`config.mk`:
```
export PLATFORM = sky130hd
export DESIGN_NAME = sbw_write_header
export DESIGN_NICKNAME = d
export VERILOG_FILES = /design/src/sbw_pkg.sv /design/src/sbw_write_header.sv
export SDC_FILE = /design/constraint.sdc
export NUM_CORES = 1
export LEC_CHECK = 0
export ABC_AREA = 1
export BUFFER_PORTS_ARGS = -buffer_cell sky130_fd_sc_hd__buf_2
export CAP_MARGIN = 0
export CORE_MARGIN = 2
export CORE_UTILIZATION = 45
export DETAILED_ROUTE_END_ITERATION = 12
export GPL_TIMING_DRIVEN = 0
export PLACE_DENSITY = 0.81
export REMOVE_ABC_BUFFERS = 1
export SLEW_MARGIN = 20
export SYNTH_ARGS = -nofsm -noshare
export SYNTH_HDL_FRONTEND = slang
export SYNTH_SLANG_ARGS = --single-unit
export TNS_END_PERCENT = 20
```
`constraint.sdc`:
```
create_clock -name core_clk -period 1.5 [get_ports core_clk]
set_clock_uncertainty 0.2 [all_clocks]
set_input_delay 0.075 -clock core_clk [delete_from_list [all_inputs] [get_ports core_clk]]
set_output_delay 0.075 -clock core_clk [all_outputs]
set_load 0.1 [all_outputs]
```
`src/sbw_pkg.sv`:
```
package sbw_pkg;
    localparam logic [7:0] MATCH1_A   = 8'h86;
    localparam logic [7:0] MATCH1_B   = 8'h30;
    localparam logic [7:0] MATCH2_A   = 8'h79;
    localparam logic [7:0] MATCH2_B   = 8'hCF;
    localparam logic [7:0] CMD_WRITE  = 8'h30;
    localparam int         ADDR_BYTES = 3;
    localparam logic [1:0] ADDR_LAST  = 2'h2;

    typedef struct packed {
        logic       valid;
        logic [7:0] data;
    } sbw_byte_t;

    typedef struct packed {
        logic        done;
        logic        ok;
        logic [15:0] sum;
    } sbw_hex_t;

    typedef enum logic [3:0] {
        SBW_M1   = 4'h0,
        SBW_M2   = 4'h1,
        SBW_CMD  = 4'h2,
        SBW_CNT  = 4'h3,
        SBW_CMP  = 4'h4,
        SBW_PASS = 4'h5,
        SBW_HEX  = 4'h6,
        SBW_SUMH = 4'h7,
        SBW_SUML = 4'h8,
        SBW_IDLE = 4'h9
    } sbw_state_t;
endpackage

```
`src/sbw_write_header.sv`:
```
`timescale 1ns/10ps
`default_nettype none
// How it works
// RQ1: Controller opens with first matching byte 0x86 or 0x30.
// RQ2: Accepted first matching byte is echoed; otherwise nothing is sent.
// RQ3: Controller then sends second matching byte 0x79 or 0xCF.
// RQ4: Controller then sends operation command 0x30 for flash write.
// RQ5: Accepted write command is echoed as 0x30; otherwise nothing is sent.
// RQ6: Password count address arrives as three bytes, high byte first.
// RQ7: Comparison start address follows as three bytes, high byte first.
// RQ8: No reply byte is sent during any address byte.
// RQ9: All bytes after adjustment use the adjusted baud rate.
// RQ10: Reserved or invalid values stop communication and idle the device.
// RQ11: Program data follows the password as binary hex records.
// RQ12: On success return checksum high then low; on error send nothing.
// RQ13: Bytes are framed start, eight data bits LSB first, one stop.
module sbw_write_header (
    input  wire logic               core_clk,
    input  wire logic               rst_b,
    input  wire sbw_pkg::sbw_byte_t rx,
    input  wire logic               tx_ready,
    input  wire logic               pass_done,
    input  wire sbw_pkg::sbw_hex_t  hex,
    output var  sbw_pkg::sbw_byte_t tx,
    output var  logic [23:0]        cnt_addr,
    output var  logic [23:0]        cmp_addr,
    output var  logic               pass_phase,
    output var  logic               hex_phase,
    output var  logic               halted
);
    import sbw_pkg::*;

    // Byte framing and baud rate live in the serial unit outside. RQ9 RQ13
    sbw_state_t  state;
    sbw_state_t  next_state;
    logic [1:0]  idx;
    logic        m1_ok;
    logic        m2_ok;
    logic        cmd_ok;

    assign m1_ok  = (rx.data == MATCH1_A) || (rx.data == MATCH1_B); // RQ1
    assign m2_ok  = (rx.data == MATCH2_A) || (rx.data == MATCH2_B); // RQ3
    assign cmd_ok = (rx.data == CMD_WRITE); // RQ4

    always_comb begin
        next_state = state;
        unique case (state)
            SBW_M1:   if (rx.valid) next_state = m1_ok ? SBW_M2 : SBW_IDLE;
            SBW_M2:   if (rx.valid) next_state = m2_ok ? SBW_CMD : SBW_IDLE;
            SBW_CMD:  if (rx.valid) next_state = cmd_ok ? SBW_CNT : SBW_IDLE;
            SBW_CNT:  if (rx.valid && idx == ADDR_LAST) next_state = SBW_CMP;
            SBW_CMP:  if (rx.valid && idx == ADDR_LAST) next_state = SBW_PASS;
            SBW_PASS: if (pass_done) next_state = SBW_HEX; // RQ11
            SBW_HEX:  if (hex.done) next_state = hex.ok ? SBW_SUMH : SBW_IDLE;
            SBW_SUMH: if (tx_ready) next_state = SBW_SUML;
            SBW_SUML: if (tx_ready) next_state = SBW_IDLE;
            SBW_IDLE: next_state = SBW_IDLE; // RQ10
            default:  next_state = SBW_IDLE;
        endcase
    end

    always_ff @(posedge core_clk) begin
        if (!rst_b) begin
            state <= SBW_M1;
        end else begin
            state <= next_state;
        end
    end

    // Byte index within an address group
    always_ff @(posedge core_clk) begin
        if (!rst_b) begin
            idx <= 2'h0;
        end else if ((state == SBW_CNT || state == SBW_CMP) && rx.valid) begin
            idx <= (idx == ADDR_LAST) ? 2'h0 : idx + 2'h1;
        end
    end

    // Shift in addresses MSB first, silently. RQ6 RQ7 RQ8
    always_ff @(posedge core_clk) begin
        if (!rst_b) begin
            cnt_addr <= 24'h0;
            cmp_addr <= 24'h0;
        end else if (rx.valid && state == SBW_CNT) begin
            cnt_addr <= {cnt_addr[15:0], rx.data}; // RQ6
        end else if (rx.valid && state == SBW_CMP) begin
            cmp_addr <= {cmp_addr[15:0], rx.data}; // RQ7
        end
    end

    // Transmit: echoes and checksum only; a held byte waits for tx_ready
    always_ff @(posedge core_clk) begin
        if (!rst_b) begin
            tx <= '0;
        end else if (tx.valid && !tx_ready) begin
            // Hold wins, so a stalled echo is never overwritten
            tx <= tx;
        end else if (state == SBW_M1 && rx.valid && m1_ok) begin
            tx <= '{valid: 1'b1, data: rx.data}; // RQ2
        end else if (state == SBW_CMD && rx.valid && cmd_ok) begin
            tx <= '{valid: 1'b1, data: CMD_WRITE}; // RQ5
        end else if (state == SBW_HEX && hex.done && hex.ok) begin
            tx <= '{valid: 1'b1, data: hex.sum[15:8]}; // RQ12
        end else if (state == SBW_SUMH && tx_ready) begin
            tx <= '{valid: 1'b1, data: hex.sum[7:0]}; // RQ12
        end else begin
            tx <= '0;
        end
    end

    always_ff @(posedge core_clk) begin
        if (!rst_b) begin
            pass_phase <= 1'b0;
            hex_phase  <= 1'b0;
            halted     <= 1'b0;
        end else begin
            pass_phase <= (next_state == SBW_PASS);
            hex_phase  <= (next_state == SBW_HEX);
            halted     <= (next_state == SBW_IDLE); // RQ10
        end
    end

    property p_echo1;
        @(posedge core_clk) disable iff (!rst_b)
        state == SBW_M1 && rx.valid && m1_ok && !tx.valid
        |=> tx.valid && tx.data == $past(rx.data);
    endproperty
    a_echo1: assert property (p_echo1) // RQ2
        else $error("first match not echoed");

    property p_noecho;
        @(posedge core_clk) disable iff (!rst_b)
        state == SBW_M1 && rx.valid && !m1_ok
        |=> state == SBW_IDLE && !tx.valid;
    endproperty
    a_noecho: assert property (p_noecho) // RQ2 RQ10
        else $error("bad match did not idle");

    property p_cmd;
        @(posedge core_clk) disable iff (!rst_b)
        state == SBW_CMD && rx.valid && cmd_ok && !tx.valid
        |=> tx.valid && tx.data == CMD_WRITE;
    endproperty
    a_cmd: assert property (p_cmd) // RQ5
        else $error("command echo wrong");

    // The command echo may still stand here; only a new byte is wrong
    property p_silent;
        @(posedge core_clk) disable iff (!rst_b)
        (state == SBW_CNT || state == SBW_CMP) && !tx.valid
        |=> !tx.valid;
    endproperty
    a_silent: assert property (p_silent) // RQ8
        else $error("reply during address");

    property p_idle;
        @(posedge core_clk) disable iff (!rst_b)
        state == SBW_IDLE && !tx.valid
        |=> !tx.valid [*3];
    endproperty
    a_idle: assert property (p_idle) // RQ10
        else $error("traffic while idle");

    property p_sum;
        @(posedge core_clk) disable iff (!rst_b)
        state == SBW_HEX && hex.done && !hex.ok
        |=> !tx.valid;
    endproperty
    a_sum: assert property (p_sum) // RQ12
        else $error("checksum on error");

    property p_addr;
        @(posedge core_clk) disable iff (!rst_b)
        state == SBW_CNT && rx.valid
        |=> cnt_addr[7:0] == $past(rx.data);
    endproperty
    a_addr: assert property (p_addr) // RQ6
        else $error("count address shift wrong");

    property p_cmp;
        @(posedge core_clk) disable iff (!rst_b)
        state == SBW_CMP && rx.valid
        |=> cmp_addr[7:0] == $past(rx.data);
    endproperty
    a_cmp: assert property (p_cmp) // RQ7
        else $error("compare address shift wrong");

    property p_sumh;
        @(posedge core_clk) disable iff (!rst_b)
        state == SBW_HEX && hex.done && hex.ok && !tx.valid
        |=> tx.valid && tx.data == $past(hex.sum[15:8]);
    endproperty
    a_sumh: assert property (p_sumh) // RQ12
        else $error("checksum high byte wrong");

    property p_suml;
        @(posedge core_clk) disable iff (!rst_b)
        state == SBW_SUMH && tx_ready
        |=> tx.valid && tx.data == $past(hex.sum[7:0]);
    endproperty
    a_suml: assert property (p_suml) // RQ12
        else $error("checksum low byte wrong");

    property p_hold;
        @(posedge core_clk) disable iff (!rst_b)
        tx.valid && !tx_ready |=> $stable(tx);
    endproperty
    a_hold: assert property (p_hold) // RQ12
        else $error("reply byte dropped before taken");

    property p_halted;
        @(posedge core_clk) disable iff (!rst_b)
        halted == (state == SBW_IDLE);
    endproperty
    a_halted: assert property (p_halted) // RQ10
        else $error("halt flag out of step");

    property p_phase;
        @(posedge core_clk) disable iff (!rst_b)
        pass_phase == (state == SBW_PASS)
        && hex_phase == (state == SBW_HEX);
    endproperty
    a_phase: assert property (p_phase) // RQ11
        else $error("phase flags out of step");

    // Main scenarios
    c_pass: cover property (@(posedge core_clk) state == SBW_PASS);
    c_sum:  cover property (@(posedge core_clk) state == SBW_SUML);
    c_bad:  cover property (@(posedge core_clk)
        state == SBW_CMD ##1 state == SBW_IDLE);
    c_stall: cover property (@(posedge core_clk)
        (tx.valid && !tx_ready) [*3]);
endmodule
`default_nettype wire

```
==> results.tsv <==
metric	value	unit
path_max_fanout	4	
yosysWarnings	0	
start_kind	register	
grt_usage	0.231	
rsz0062_at_grt	true	
nNetsFinal	560	
p_per_area	931	nW/um2
final_util	0.681	
synth-edff-count	0	
fmax	637	MHz
first_iter_violations	171	
violations	setup timing	
path_clk_slew	0.08	ns
numPortBuffers	90	
ys.flop_type	dfxtp_1	
core	5990	um2
clockRootBuffer	clkbuf_8	
hp-class	input pin to register	
antenna_cells	0	
maxCapViolations	0	
antenna_found_initial	0	
h-tree-depth	3	
setup_ws	-0.0688	ns
detail_route.vias_per_cell	4.99	
ys_seq_area_frac	0.466	
slew_headroom	0.361	
drtPass1Iterations	5	
cts.sink_count	66	
top_usage_layer	met2	
start_util	0.473	
power_switching	922	uW
wirelength	8090	um
hold_violations	0	
p_int	2.88	mW
grt_pass1_vias	2885	
die-height	83.3	um
clk_path_buf_depth	2	
synth.top_cells.by_count	112 x nor2_1, 66 x dfxtp_1, 64 x nand2_1	
areaGrowthSynthToFinish	44.1	%
cts_tree	built	
whs	0.0208	ns
power_frac_clock	0.442	
grt_pass1_wl	13100	um
crit_path_end_kind	register	
synth.top_cell.area_share	0.466	
grt_start_max_net_pins	60	
worstPathArrival	1.66	ns
syn_area	2830	um2
synth_seq_cells	66	
drive_gt1_frac	0.339	
gr-usage-met2	0.376	
gp_congestion	0.846	
fin_area	4080	um2
numCtsBuffers	9	
timing.final.crit_share	1.05	
synth_cell_types	26	
syn-mean-instance-area	7.06	um2
leakage	2.22	nW
peakVddDrop	0.769	mV
postRouteAntennaNets	0	
synth.area.top_cells	dfxtp_1 47%, nor2_1 15%, o21ai_0 9.5%, nand2_1 8.5%, inv_1 3.4%	
switching_share	0.242	
use_met1	0.291	
vias	3039	
rows	28	
insertion_delay	0.34	ns
run_status	finished with violations	
synthCells	401	
synthMostInstantiatedCell	nor2_1	
placed_area	3270	um2
post-dp-hpwl	4810	um
drcViolationCount	0	
grt_overflow	0	
io_pins	91	
timing_worst_setup_path_type	register to register	
fp.dieW	83.3	um
postSynth.asyncResetShare	0	
worstPathRequired	1.59	ns
worstMarginPinSlew	0.959	ns
fillers	516	
drv_slew	0	
setup_viol	18	
pwr-share-seq	0.470	
yosys.area.top_type	dfxtp_1	
power_frac_comb	0.088	
wl_per_cell	13.3	um
period_minus_slack	1.57	ns
grt_use_met3	0.0696	
dieArea	6950	um2
## through the flow
step | power, mW | setup TNS [ns] | instances | worst slack, ns
2_1_floorplan | 1.96 | -9.37 | 385 | -0.553
3_3_place_gp | 2.07 | -22.85 | 550 | -0.501
3_5_place_dp | 2.07 | -23.97 | 550 | -0.523
4_1_cts | 3.79 | -3.33 | 604 | -0.0863
5_1_grt | 3.96 | -4.70 | 609 | -0.154
6_report | 3.80 | -0.587 | 609 | -0.0688
## power groups by stage
| stage | clock network (mW) | logic, mW | registers (mW) |
|---|---|---|---|
| 5_1_grt | 1.80 | 0.365 | 1.79 |
| 3_5_place_dp | 0 | 0.244 | 1.82 |
| 4_1_cts | 1.70 | 0.308 | 1.78 |
| 6_report | 1.68 | 0.334 | 1.79 |
| 3_3_place_gp | 0 | 0.243 | 1.82 |
| 2_1_floorplan | 0 | 0.110 | 1.85 |
## routing by layer
metal	vias to the layer above	part of all wire
met4	0	0.015
met3	10	0.072
met2	122	0.47
met5	-	0
li1	1543	-
met1	1364	0.44
## area by class of cell
type | instances | area [um2] | area share
Clock inverter | 6 | 90.1 | 0.0221
Inverter | 32 | 138 | 0.0337
Timing Repair Buffer | 131 | 848 | 0.208
Tap cell | 75 | 93.8 | 0.0230
Multi-Input combinational cell | 289 | 1440 | 0.352
Clock buffer | 10 | 138 | 0.0337
Sequential cell | 66 | 1340 | 0.327
## worst paths after layout
path                start      endpoint  slack, ns  depth (start not counted)
min reg2reg  cmp_addr[15]  cmp_addr[23]       0.30                          2
min               hex[16]         tx[5]       0.02                          7
max              state[2]         tx[4]      -0.07                         11
max reg2reg      state[2]         tx[4]      -0.07                         11
## critical path: stages (launching register included)
cell and delay [ns]:
dfxtp_4 0.39, inv_4 0.04, nor2_4 0.12, buf_4 0.14, nand3_1 0.08, nor2_1 0.13
nand3_1 0.09, nand2_1 0.10, nor2_1 0.05, nand3_1 0.07, nand2_1 0.06, inv_1 0.04
## kinds of logic (layout without fill, tap and decap cells)
logic type,count (synthesis),count (layout),synth area share
buffers and inverters,48,179,0.0786
and+or+nand+nor,214,216,0.317
AOI/OAI and AO/OA,73,73,0.138
DFF,66,66,0.466
## cells in the final DEF (no fill, tap or decap), types with 3 or more instances in the layout
master,n
a21oi_1,7
buf_2,89
buf_4,11
clkbuf_8,10
dfxtp_1,62
dfxtp_4,4
dlygate4sd3_1,27
inv_1,24
inv_2,5
nand2_1,60
nand2_2,8
nand3_1,14
nand4_1,5
nor2_1,94
nor2_2,20
nor2_4,8
o211ai_1,4
o21ai_0,48
o21ai_2,5
o21bai_1,3
## timing repair
item | CTS | global route
resized for setup | 15 | 52
pin swaps | 10 | 22
setup buffers | 9 | 4
cloned | 2 | 1
hold buffers | 27 | 0
hold endpoints to repair | 28 | 0
endpoints found under the setup margin | 63 | 65
## state kept, by name, indices dropped and copies added, names as in the netlist
| register | flops |
|---|---|
| cmp_addr | 24 |
| cnt_addr | 24 |
| halted | 1 |
| hex_phase | 1 |
| idx | 2 |
| pass_phase | 1 |
| state | 4 |
| tx | 9 |
(Power assumes the default switching activity.)
